File: src/verilog/ditc_pkg.sv
// Constants, register map and carrier types for the input terminal conditioner.
// Assumes one 100 MHz core clock and an AHB-Lite register port with 32-bit data.
// Notes on behaviour
// - Nine-bit polarity mask, reset zero; a one makes that terminal active low.
// - All nine inputs pass a sampling filter, default 10 ms, up to 50 s.
// - Nine-bit virtual select: bits 0-7 general inputs, bit 8 high-speed input.
// - Inputs five to eight have no pin; their state comes from virtual bits, or from the polarity bit when not selected.
// - Two-bit control scheme field, range 0 to 3, reset 0 selects two-wire combined.
// - Scheme 0: both off stops, forward alone runs forward, backward alone reverse.
// - Scheme 1: forward input enables running, backward input picks direction.
// - Three-wire: enable closed, forward rising edge starts, direction from backward.
// - Three-wire enable must stay closed while running; opening it stops the drive.
package ditc_pkg;
    localparam int NUM_TERM = 9;
    localparam int TIME_W = 16;
    // Times are held in milliseconds; one millisecond is this many cycles.
    localparam int CLK_MHZ = 100;
    localparam int MS_CYCLES = CLK_MHZ * 1000;
    localparam logic [TIME_W-1:0] FILTER_MS_RST = 16'h000A;
    localparam logic [TIME_W-1:0] TIME_MS_MAX = 16'hC350;
    localparam logic [TIME_W-1:0] DELAY_MS_RST = 16'h0000;
    localparam logic [8:0] POLARITY_RST = 9'h000;
    localparam logic [8:0] VIRTUAL_RST = 9'h000;
    localparam logic [1:0] SCHEME_RST = 2'h0;
    // Byte offsets on the register bus.
    localparam logic [7:0] OFS_POLARITY = 8'h00;
    localparam logic [7:0] OFS_FILTER = 8'h04;
    localparam logic [7:0] OFS_VIRTUAL = 8'h08;
    localparam logic [7:0] OFS_SCHEME = 8'h0C;
    localparam logic [7:0] OFS_VSTATE = 8'h10;
    localparam logic [7:0] OFS_STATUS = 8'h14;
    localparam logic [7:0] OFS_DELAY_BASE = 8'h40;
    // Control scheme codes.
    localparam logic [1:0] SCH_TWO_COMB = 2'h0;
    localparam logic [1:0] SCH_TWO_SPLIT = 2'h1;
    // Terminal index of the command inputs.
    localparam int FWD_IDX = 0;
    localparam int BWD_IDX = 1;
    localparam int EN3_IDX = 2;
    // Status bit positions.
    localparam int ST_RUN_BIT = 9;
    localparam int ST_REV_BIT = 10;
    typedef struct packed {
        logic run;
        logic reverse;
    } ditc_cmd_t;
endpackage : ditc_pkg

File: src/verilog/ditc_conditioner.sv
// Input terminal conditioner: filter, polarity, virtual substitution, delays, run decode.
// Assumes one AHB-Lite master as the only bus agent and pins synchronous to core_clk.
//
// Chosen here: the register offsets and the AHB-Lite interface to the registers.
`timescale 1ns/1ns
module ditc_conditioner #(
    parameter int MS_CYC = ditc_pkg::MS_CYCLES
) (
    // Clock and reset.
    input wire logic core_clk,
    input wire logic reset_n,
    // AHB-Lite slave.
    input wire logic hsel,
    input wire logic [31:0] haddr,
    input wire logic [1:0] htrans,
    input wire logic hwrite,
    input wire logic [2:0] hsize,
    input wire logic [31:0] hwdata,
    input wire logic hready,
    output logic [31:0] hrdata,
    output logic hreadyout,
    output logic hresp,
    // Physical terminals: general inputs one to four and the high-speed input.
    input wire logic [3:0] generalInputsOneToFour,
    input wire logic highSpeedInput,
    // Conditioned states and decoded command.
    output logic [8:0] terminalState,
    output ditc_pkg::ditc_cmd_t runCmd
);
    localparam int N = ditc_pkg::NUM_TERM;
    localparam int TW = ditc_pkg::TIME_W;
    // 50 s at 100 MHz is five billion cycles, which overflows 32 bits.
    localparam int CW = 40;

    ////////////////////////////////////////////////////////////////////////////
    // Register file and bus slave.
    logic [8:0] polarity_ff, nxt_polarity;
    logic [8:0] virtSel_ff, nxt_virtSel;
    logic [8:0] virtState_ff, nxt_virtState;
    logic [1:0] scheme_ff, nxt_scheme;
    logic [TW-1:0] filterMs_ff, nxt_filterMs;
    logic [TW-1:0] onMs_ff [N];
    logic [TW-1:0] offMs_ff [N];
    logic [TW-1:0] nxt_onMs [N];
    logic [TW-1:0] nxt_offMs [N];
    logic wrPend_ff, nxt_wrPend;
    logic [7:0] wrAddr_ff, nxt_wrAddr;
    logic [31:0] rdata_ff, nxt_rdata;
    logic [8:0] filtered;
    logic [8:0] cond_ff;
    ditc_pkg::ditc_cmd_t cmd_ff, nxt_cmd;

    // Writes complete in the data phase; reads are captured at the address phase.
    always_comb begin
        logic [7:0] a;
        logic [TW-1:0] t;
        logic [4:0] wIdx;
        logic [4:0] rIdx;
        a = haddr[7:0];
        // Terminal index of a delay pair, counted from the start of the delay block.
        wIdx = wrAddr_ff[7:3] - ditc_pkg::OFS_DELAY_BASE[7:3];
        rIdx = a[7:3] - ditc_pkg::OFS_DELAY_BASE[7:3];
        t = hwdata[TW-1:0] > ditc_pkg::TIME_MS_MAX ? ditc_pkg::TIME_MS_MAX : hwdata[TW-1:0];
        nxt_polarity = polarity_ff;
        nxt_virtSel = virtSel_ff;
        nxt_virtState = virtState_ff;
        nxt_scheme = scheme_ff;
        nxt_filterMs = filterMs_ff;
        nxt_onMs = onMs_ff;
        nxt_offMs = offMs_ff;
        nxt_wrPend = hsel && hready && htrans[1] && hwrite;
        nxt_wrAddr = a;
        nxt_rdata = rdata_ff;
        if (wrPend_ff) begin
            case (wrAddr_ff)
                ditc_pkg::OFS_POLARITY: nxt_polarity = hwdata[8:0];
                ditc_pkg::OFS_FILTER: nxt_filterMs = t;
                ditc_pkg::OFS_VIRTUAL: nxt_virtSel = hwdata[8:0];
                ditc_pkg::OFS_SCHEME: nxt_scheme = hwdata[1:0];
                ditc_pkg::OFS_VSTATE: nxt_virtState = hwdata[8:0];
                default: begin
                    // Delay pairs: on delay at even word, off delay at odd word.
                    if (wrAddr_ff >= ditc_pkg::OFS_DELAY_BASE && wrAddr_ff[7:3] < 5'(8 + N)) begin
                        if (wrAddr_ff[2]) begin
                            nxt_offMs[wIdx[3:0]] = t;
                        end else begin
                            nxt_onMs[wIdx[3:0]] = t;
                        end
                    end
                end
            endcase
        end
        if (hsel && hready && htrans[1] && !hwrite) begin
            case (a)
                ditc_pkg::OFS_POLARITY: nxt_rdata = {23'h000000, polarity_ff};
                ditc_pkg::OFS_FILTER: nxt_rdata = {16'h0000, filterMs_ff};
                ditc_pkg::OFS_VIRTUAL: nxt_rdata = {23'h000000, virtSel_ff};
                ditc_pkg::OFS_SCHEME: nxt_rdata = {30'h00000000, scheme_ff};
                ditc_pkg::OFS_VSTATE: nxt_rdata = {23'h000000, virtState_ff};
                ditc_pkg::OFS_STATUS: nxt_rdata = {21'h000000, cmd_ff.reverse, cmd_ff.run, cond_ff};
                default: begin
                    nxt_rdata = 32'h00000000;
                    if (a >= ditc_pkg::OFS_DELAY_BASE && a[7:3] < 5'(8 + N)) begin
                        nxt_rdata = {16'h0000, a[2] ? offMs_ff[rIdx[3:0]] : onMs_ff[rIdx[3:0]]};
                    end
                end
            endcase
        end
    end

    // Register storage.
    always_ff @(posedge core_clk or negedge reset_n) begin
        if (!reset_n) begin
            polarity_ff <= ditc_pkg::POLARITY_RST;
            virtSel_ff <= ditc_pkg::VIRTUAL_RST;
            virtState_ff <= ditc_pkg::VIRTUAL_RST;
            scheme_ff <= ditc_pkg::SCHEME_RST;
            filterMs_ff <= ditc_pkg::FILTER_MS_RST;
            for (int i = 0; i < N; i++) begin
                onMs_ff[i] <= ditc_pkg::DELAY_MS_RST;
                offMs_ff[i] <= ditc_pkg::DELAY_MS_RST;
            end
            wrPend_ff <= 1'b0;
            wrAddr_ff <= 8'h00;
            rdata_ff <= 32'h00000000;
        end else begin
            polarity_ff <= nxt_polarity;
            virtSel_ff <= nxt_virtSel;
            virtState_ff <= nxt_virtState;
            scheme_ff <= nxt_scheme;
            filterMs_ff <= nxt_filterMs;
            onMs_ff <= nxt_onMs;
            offMs_ff <= nxt_offMs;
            wrPend_ff <= nxt_wrPend;
            wrAddr_ff <= nxt_wrAddr;
            rdata_ff <= nxt_rdata;
        end
    end

    assign hrdata = rdata_ff;
    assign hreadyout = 1'b1;
    assign hresp = 1'b0;

    ////////////////////////////////////////////////////////////////////////////
    // Per-terminal conditioning chain.
    logic [8:0] rawPins;
    // Inputs five to eight have no pin and read as open unless made virtual.
    assign rawPins = {highSpeedInput, 4'h0, generalInputsOneToFour};

    for (genvar g = 0; g < N; g++) begin : gTerm
        logic lvl_ff, nxt_lvl, filt_ff, nxt_filt, out_ff, nxt_out;
        logic [CW-1:0] fcnt_ff, nxt_fcnt, dcnt_ff, nxt_dcnt;
        logic [CW-1:0] fLimit, dLimit;
        assign fLimit = CW'(filterMs_ff) * CW'(MS_CYC);
        assign dLimit = CW'(filt_ff ? onMs_ff[g] : offMs_ff[g]) * CW'(MS_CYC);
        always_comb begin
            // Polarity applied first, then the virtual state replaces the pin.
            nxt_lvl = virtSel_ff[g] ? virtState_ff[g] : (rawPins[g] ^ polarity_ff[g]);
            nxt_filt = filt_ff;
            nxt_fcnt = '0;
            // A level must hold unchanged for the filter time before it is accepted.
            if (lvl_ff != filt_ff) begin
                if (fcnt_ff >= fLimit) begin
                    nxt_filt = lvl_ff;
                end else begin
                    nxt_fcnt = fcnt_ff + 1'b1;
                end
            end
            nxt_out = out_ff;
            nxt_dcnt = '0;
            // Reported change waits for the on or off delay; a bounce restarts it.
            if (filt_ff != out_ff) begin
                if (dcnt_ff >= dLimit) begin
                    nxt_out = filt_ff;
                end else begin
                    nxt_dcnt = dcnt_ff + 1'b1;
                end
            end
        end
        always_ff @(posedge core_clk or negedge reset_n) begin
            if (!reset_n) begin
                lvl_ff <= 1'b0;
                filt_ff <= 1'b0;
                out_ff <= 1'b0;
                fcnt_ff <= '0;
                dcnt_ff <= '0;
            end else begin
                lvl_ff <= nxt_lvl;
                filt_ff <= nxt_filt;
                out_ff <= nxt_out;
                fcnt_ff <= nxt_fcnt;
                dcnt_ff <= nxt_dcnt;
            end
        end
        assign filtered[g] = filt_ff;
        assign cond_ff[g] = out_ff;
    end

    assign terminalState = cond_ff;

    ////////////////////////////////////////////////////////////////////////////
    // Run command decode.
    logic fwdPrev_ff, bwdPrev_ff;
    logic forward_run_input, bwd, en3;
    assign forward_run_input = cond_ff[ditc_pkg::FWD_IDX];
    assign bwd = cond_ff[ditc_pkg::BWD_IDX];
    assign en3 = cond_ff[ditc_pkg::EN3_IDX];

    // Two-wire schemes are combinational on the levels; three-wire holds state.
    always_comb begin
        nxt_cmd = cmd_ff;
        case (scheme_ff)
            ditc_pkg::SCH_TWO_COMB: begin
                nxt_cmd.run = forward_run_input ^ bwd;
                nxt_cmd.reverse = bwd && !forward_run_input;
            end
            ditc_pkg::SCH_TWO_SPLIT: begin
                nxt_cmd.run = forward_run_input;
                nxt_cmd.reverse = bwd;
            end
            default: begin
                if (!en3) begin
                    nxt_cmd.run = 1'b0;
                end else if (cmd_ff.run && bwd != bwdPrev_ff) begin
                    nxt_cmd.reverse = !cmd_ff.reverse;
                end else if (!cmd_ff.run && forward_run_input && !fwdPrev_ff) begin
                    nxt_cmd.run = 1'b1;
                    nxt_cmd.reverse = bwd;
                end
            end
        endcase
    end

    // Command state and edge history.
    always_ff @(posedge core_clk or negedge reset_n) begin
        if (!reset_n) begin
            cmd_ff <= '0;
            fwdPrev_ff <= 1'b0;
            bwdPrev_ff <= 1'b0;
        end else begin
            cmd_ff <= nxt_cmd;
            fwdPrev_ff <= forward_run_input;
            bwdPrev_ff <= bwd;
        end
    end

    assign runCmd = cmd_ff;

    ////////////////////////////////////////////////////////////////////////////
    // Checks.
    chk_pol_reset: assert property (@(posedge core_clk) $rose(reset_n) |-> polarity_ff == 9'h000)
        else $error("polarity mask not zero after reset");
    chk_filter_hold: assert property (@(posedge core_clk) disable iff (!reset_n)
        gTerm[3].lvl_ff != filtered[3] && gTerm[3].fcnt_ff < gTerm[3].fLimit |=> $stable(filtered[3]))
        else $error("filter passed a level too early");
    chk_virt_subst: assert property (@(posedge core_clk) disable iff (!reset_n)
        (virtSel_ff[4] && $stable(virtSel_ff[4])) |=> gTerm[4].lvl_ff == $past(virtState_ff[4]))
        else $error("virtual state not substituted");
    chk_nopin_quiet: assert property (@(posedge core_clk) disable iff (!reset_n)
        (virtSel_ff[7:4] == 4'h0) |=> gTerm[4].lvl_ff == $past(polarity_ff[4]))
        else $error("pinless input saw a level");
    chk_scheme0_dir: assert property (@(posedge core_clk) disable iff (!reset_n)
        scheme_ff == 2'h0 && forward_run_input && !bwd |=> cmd_ff.run && !cmd_ff.reverse)
        else $error("two-wire forward decode wrong");
    chk_scheme0_stop: assert property (@(posedge core_clk) disable iff (!reset_n)
        scheme_ff == 2'h0 && !forward_run_input && !bwd |=> !cmd_ff.run)
        else $error("two-wire stop decode wrong");
    chk_scheme1_en: assert property (@(posedge core_clk) disable iff (!reset_n)
        scheme_ff == 2'h1 |=> cmd_ff.run == $past(forward_run_input) && cmd_ff.reverse == $past(bwd))
        else $error("split two-wire decode wrong");
    chk_three_start: assert property (@(posedge core_clk) disable iff (!reset_n)
        scheme_ff[1] && en3 && !cmd_ff.run && forward_run_input && !fwdPrev_ff |=> cmd_ff.run && cmd_ff.reverse == $past(bwd))
        else $error("three-wire start wrong");
    chk_three_stop: assert property (@(posedge core_clk) disable iff (!reset_n)
        scheme_ff[1] && !en3 |=> !cmd_ff.run)
        else $error("three-wire enable open did not stop");
    chk_three_rev: assert property (@(posedge core_clk) disable iff (!reset_n)
        scheme_ff[1] && en3 && cmd_ff.run && bwd != bwdPrev_ff |=> cmd_ff.reverse != $past(cmd_ff.reverse))
        else $error("three-wire reversal missing");
    chk_delay_zero: assert property (@(posedge core_clk) disable iff (!reset_n)
        onMs_ff[0] == 16'h0000 && filtered[0] && !cond_ff[0] |=> cond_ff[0])
        else $error("zero on delay not immediate");
    cov_fwd_run: cover property (@(posedge core_clk) disable iff (!reset_n) cmd_ff.run && !cmd_ff.reverse);
    cov_rev_run: cover property (@(posedge core_clk) disable iff (!reset_n) cmd_ff.run && cmd_ff.reverse);
    cov_three_rev: cover property (@(posedge core_clk) disable iff (!reset_n) scheme_ff[1] && $changed(cmd_ff.reverse));
    cov_virtual: cover property (@(posedge core_clk) disable iff (!reset_n) virtSel_ff != 9'h000);
endmodule : ditc_conditioner

File: config.mk
export PLATFORM = sky130hd
export DESIGN_NAME = ditc_conditioner
export DESIGN_NICKNAME = d
export VERILOG_FILES = /design/src/verilog/ditc_pkg.sv /design/src/verilog/ditc_conditioner.sv
export SDC_FILE = /design/constraint.sdc
export NUM_CORES = 2
export LEC_CHECK = 0
export ABC_AREA = 1
export BUFFER_PORTS_ARGS = -buffer_cell sky130_fd_sc_hd__buf_2
export CORE_UTILIZATION = 40
export DETAILED_ROUTE_END_ITERATION = 10
export PLACE_DENSITY = 0.59
export SLEW_MARGIN = 10
export SYNTH_ARGS = -nofsm -noshare
export SYNTH_HDL_FRONTEND = slang
export SYNTH_SLANG_ARGS = --single-unit
File: constraint.sdc
create_clock -name core_clk -period 8.6 [get_ports core_clk]
set_input_delay 0.86 -clock core_clk [delete_from_list [all_inputs] [get_ports core_clk]]
set_output_delay 0.86 -clock core_clk [all_outputs]
set_load 0.02 [all_outputs]
* Yosys cells after proc, flatten, opt, wreduce, memory -nomap -nowiden
Cells that the tools add are included.
Cells by class: add/sub/neg operators 20, multipliers 10, order comparisons 26, equality and inequality tests 31, multiplexer cells 74, bitwise gates (word level) 10, reduce and logical (&&, ||, !) cells 49
Operator list (number):
- $mux 40 | 36
- $add 40x1->40 const B | 18
- $ge 40x33->1 | 18
- $bwmux 144 | 2
- $mul 16x12->28 const B | 10
- $mux 16 | 17
- $bmux 16 s4 | 2
- $pmux 16 s6 | 1
- $demux 16 s4 | 1
- $reduce_and 2->1 | 25
- $eq 8x4->1 const B | 4
- $eq 8x5->1 const B | 3
- $ne 1x1->1 | 19
- $eq 8x3->1 const B | 2
- $ge 8x7->1 const B | 2
- $gt 16x16->1 const B | 1
- $logic_not 8->1 | 2
- $mux 1 | 13
- $logic_and 1x1->1 | 11
- $ge 5x5->1 const B | 2
- $lt 5x5->1 const B | 2
- $not 4->5 | 2
- $reduce_and 4->1 | 2
- $sub 4x4->4 const B | 2
- other kinds (13) | 23
Word-level totals: register bits 1125, output and inout bits 45, logic and storage cells 295

* Depth between registers and ports, before layout
depth in word-level cells 8, mapped depth 40, gate-level depth less buffers 39

* Worst setup path before layout
Ideal clock, no wire load.
kind reg-to-reg, start point register gTerm[2].filt_ff, end point register gTerm[2].dcnt_ff[4], setup time 0.141 ns, arrival 5.984 ns, data required time 8.459 ns, path slack 2.475 ns, stages on the path, launching flop included 31, buffers on the path 3, clock period less this slack 6.125 ns, cell sequence dfrtp_1 clkbuf_1 clkbuf_1 nand2_1 o21ai_0 ha_1 ha_1 inv_1 fa_1 inv_1 fa_1 inv_1 fa_1 inv_1 ha_1 nand2_1 nor2_1 nand4_1 o21ai_0 nand2_1 nand2_1 xor2_1 ha_1 nand2_1 nor3_1 nand3_1 nor2_1 nand3_1 nand4_1 clkbuf_1 nor3_1
On the way: longest elaborated chain between the ends 5
RTL lines:
- from (decl) | RTL line ditc_conditioner.sv:151 | logic lvl_ff, nxt_lvl, filt_ff, nxt_filt, out_ff, nxt_out;
- from (signal assigned) | RTL line ditc_conditioner.sv:189 | filt_ff <= nxt_filt;
- $mux 16 | RTL line ditc_conditioner.sv:155 | assign dLimit = CW'(filt_ff ? onMs_ff[g] : offMs_ff[g]) * CW'(MS_CYC);
- $mul 16x12->28 | RTL line ditc_conditioner.sv:155
- $ge 40x33->1 | RTL line ditc_conditioner.sv:173 | if (dcnt_ff >= dLimit) begin
- $mux 40 | RTL line ditc_conditioner.sv:173
- $mux 40 (*) | RTL line ditc_conditioner.sv:172 | if (filt_ff != out_ff) begin
- net gTerm[2].nxt_dcnt[4] | RTL line ditc_conditioner.sv:152 | logic [CW-1:0] fcnt_ff, nxt_fcnt, dcnt_ff, nxt_dcnt;
- to (signal assigned) | RTL line ditc_conditioner.sv:192 | dcnt_ff <= nxt_dcnt;
- to (decl) | RTL line ditc_conditioner.sv:152
Mark *: on every way through the listed nets, which the timed path passes. The rest lies on a longest branch. A chain may end at the register's enable or synchronous reset.

* Worst setup path in the final report
start point register gTerm[8].filt_ff, end point register gTerm[8].dcnt_ff[2]
On the way: longest elaborated chain between the ends 5
RTL lines (RTL line):
- from (decl) | ditc_conditioner.sv:151
- from (signal assigned) | ditc_conditioner.sv:189
- $mux 16 | ditc_conditioner.sv:155
- $mul 16x12->28 | ditc_conditioner.sv:155
- $ge 40x33->1 | ditc_conditioner.sv:173
- $mux 40 | ditc_conditioner.sv:173
- $mux 40 (*) | ditc_conditioner.sv:172
- net gTerm[8].nxt_dcnt[2] | ditc_conditioner.sv:152
- to (signal assigned) | ditc_conditioner.sv:192
- to (decl) | ditc_conditioner.sv:152
Marks and branches as above.

==> metrics <==
status=complete, no violations; Hold Buf Count CTS=1; vias in the first global route=83200; Worst Path Class, Setup=reg -> reg; DRT iter0 DRCs=5874; # Max-Cap Violations=0; # port buffers=61; # setup viols final=0; die width=512 µm; Avg Inst Size Synth=7.86 µm²; period utilisation layout=0.893; final hold vios=0; Synth Area in Adders=0.269; Overall Global Routing Usage=0.226; share of the synthesized area in the top cell type=0.266; most frequent cells in the layout=2442 x nand2_1, 2195 x inv_1, 1591 x ha_1; CP arrival=8.37 ns; Synth Area in Compound Gates=0.0848; Congestion Overflow GR=0; Crit path top cell by count=nand2_1; clk sink count=1109; core box area=0.258 mm²; hold path depth=1; clk slew on worst S/H paths=0.06 ns; fin nets=15500; startpoint types=register; P_leak=55.7 nW; synthesis-to-finish area growth=9.11%; Post-route DRC=0; # fillers=26200; Reg2Reg Depth=30; count of boundary I/O pins=124; via count=85600; largest family of logic cells by synthesized area=adder cells; largest net degree at the start of global routing=156; RD Place Congestion=1.05; CP max stage cell=dfrtp_1; Yosys cell types=68; Post-Route Skew=0.0801 ns; Detail Route Antenna Nets=0; post-synthesis mux area share=0; TritonCTS clock tree=yes; max_slew headroom=0.188; Avg WL per Cell=17.4 µm; peak supply drop=372 µV; Synth area leader=dfrtp_1; largest cells by area after synthesis=dfrtp_1 27%, ha_1 19%, nand2_1 8.8%; Hold Crit Class=in -> reg; vias per cell=5.06; Cell Pwr Density=384 mW/mm²; first-pass GRT wire length=469 mm; Resize count post-CTS=0; RSZ-0062 raised after global routing=false; CP max FO=32; num rows=186; Ys Warns=0; Synth Area in Simple Gates=0.221; clk buf depth=3; layout cells sized above 1=0.0444; Tmin final=7.68 ns; initial antenna violation count=17; WP data required=9.29 ns; die height=512 µm; final wirelength=294 mm; Crit path largest cell delay=0.84 ns; Synth Area in XOR/XNOR=0.0648; Synth Register Bits=1109; Util after Layout=0.440; TritonCTS buffer count=141; Worst setup EP type=register; Final HPWL DP=232 mm; clk root buf=clkbuf_16; Mapped Area=0.104 mm²; Clock Latency Late Sink=0.83 ns; count of final max-slew check failures=0; Post-Syn Instances=13200; post-CTS setup buffers=0; Starting Density=0.404; most common cell after layout, fill and taps aside=nand2_1; Max H-tree Level=4; DR pass1 iterations=7; setup TNS=0 ns; sequential area share after synthesis=0.267; Least-Margin Pin Slew=1.22 ns; Achievable Freq=0.130 GHz; Die ar.=0.262 mm²
[critical path: cells and delay by family (launching register included)]
family / cells / cell delay [ns]
adders and majority gates: 7 / 2.62
and+or+nand+nor: 10 / 1.83
AOI/OAI and AO/OA: 7 / 1.29
DFF: 1 / 0.84
buffers and inverters: 5 / 0.83
xor gates and xnor gates: 1 / 0.15
[sequential cells by signal (all words and copies together) (netlist names), 2 cells and up]
signal         cells
gTerm.dcnt_ff    360
gTerm.fcnt_ff    360
offMs_ff         144
onMs_ff          144
filterMs_ff       16
hrdata            16
gTerm.filt_ff      9
gTerm.lvl_ff       9
polarity_ff        9
virtSel_ff         9
virtState_ff       9
wrAddr_ff          8
gTerm.out_ff       6
runCmd             2
scheme_ff          2
[cell families after synthesis]
family	Yosys count
buffers and inverters	2479
other	2
adder cells (fa/ha/maj)	1995
flip-flops	1109
XOR/XNOR	769
AO/OA/AOI/OAI	1586
AND/OR/NAND/NOR	5295
[cell type report]
type | count | area, µm² | area share
timing repair buffer | 171 | 1250 | 0.0111
clock inverter | 41 | 588 | 0.00518
clock buffer | 212 | 4080 | 0.0359
antenna | 11 | 27.5 | 0.000243
inverter | 2212 | 8310 | 0.0733
multi-input combinational | 9771 | 67200 | 0.592
tap | 3384 | 4230 | 0.0373
sequential | 1109 | 27800 | 0.245
[synth_stat cells (all sizes together)]
master	count
a21o	25
nor3b	9
a22oi	1
ha	1591
fa	404
or2	25
and2	8
nand2	2454
a221oi	8
clkbuf	119
nor2b	2
o31ai	4
nor4	88
dfrtp	1107
xor2	506
o311a	1
o21bai	72
a211oi	6
o22ai	14
a21boi	21
nand2b	7
nand4	310
or3	2
a31o	14
o21ai	775
inv	2209
xnor2	263
o2111ai	2
nand3	477
clkinv	3
nor2	1325
o211ai	51
a21oi	545
nand3b	31
o21a	22
buf	148
a31oi	24
conb	2
nor3	549
o41ai	1
dfstp	2
and3	8
[metrics by stage]
step	instance area, µm²	hold WS, ns	std cells	power [mW]	setup WS (ns)
floorplan	104000	0.432	13400	29.7	2.48
global placement	109000	0.465	16600	37.3	0.940
detailed placement	109000	0.469	16600	37.5	0.903
CTS	113000	0.165	16900	43.9	0.852
global route	113000	0.184	16900	49.2	0.188
finish	113000	0.216	16900	43.6	0.917
[report_power, final]
group | internal, mW | switching (mW) | total (mW)
Combinational | 12.0 | 20.2 | 32.2
Clock | 3.44 | 2.54 | 5.97
Sequential | 5.33 | 0.119 | 5.45
Total | 20.8 | 22.8 | 43.6
[metal layers]
metal | up-vias | global-route usage | wire length [µm]
li1 | 43100 | - | -
met4 | 0 | 0.0860 | 11700
met3 | 440 | 0.0272 | 14600
met2 | 1824 | 0.355 | 130000
met5 | - | 0 | 0
met1 | 40200 | 0.315 | 138000
[final timing paths]
check                                              start                              to  slack [ns]
hold reg to reg            gTerm[7].dcnt_ff[0]$_DFF_PN0_   gTerm[7].dcnt_ff[0]$_DFF_PN0_        0.48
min in group asynchronous                        reset_n  gTerm[1].dcnt_ff[38]$_DFF_PN0_        0.58
hold / removal                                  haddr[7]          wrAddr_ff[7]$_DFF_PN0_        0.22
max in group asynchronous                        reset_n  gTerm[3].fcnt_ff[29]$_DFF_PN0_        5.84
setup / recovery            gTerm[8].filt_ff$_DFFE_PN0P_   gTerm[8].dcnt_ff[2]$_DFF_PN0_        0.92
setup reg to reg            gTerm[8].filt_ff$_DFFE_PN0P_   gTerm[8].dcnt_ff[2]$_DFF_PN0_        0.92
Power figures use the tool's default switching activity.
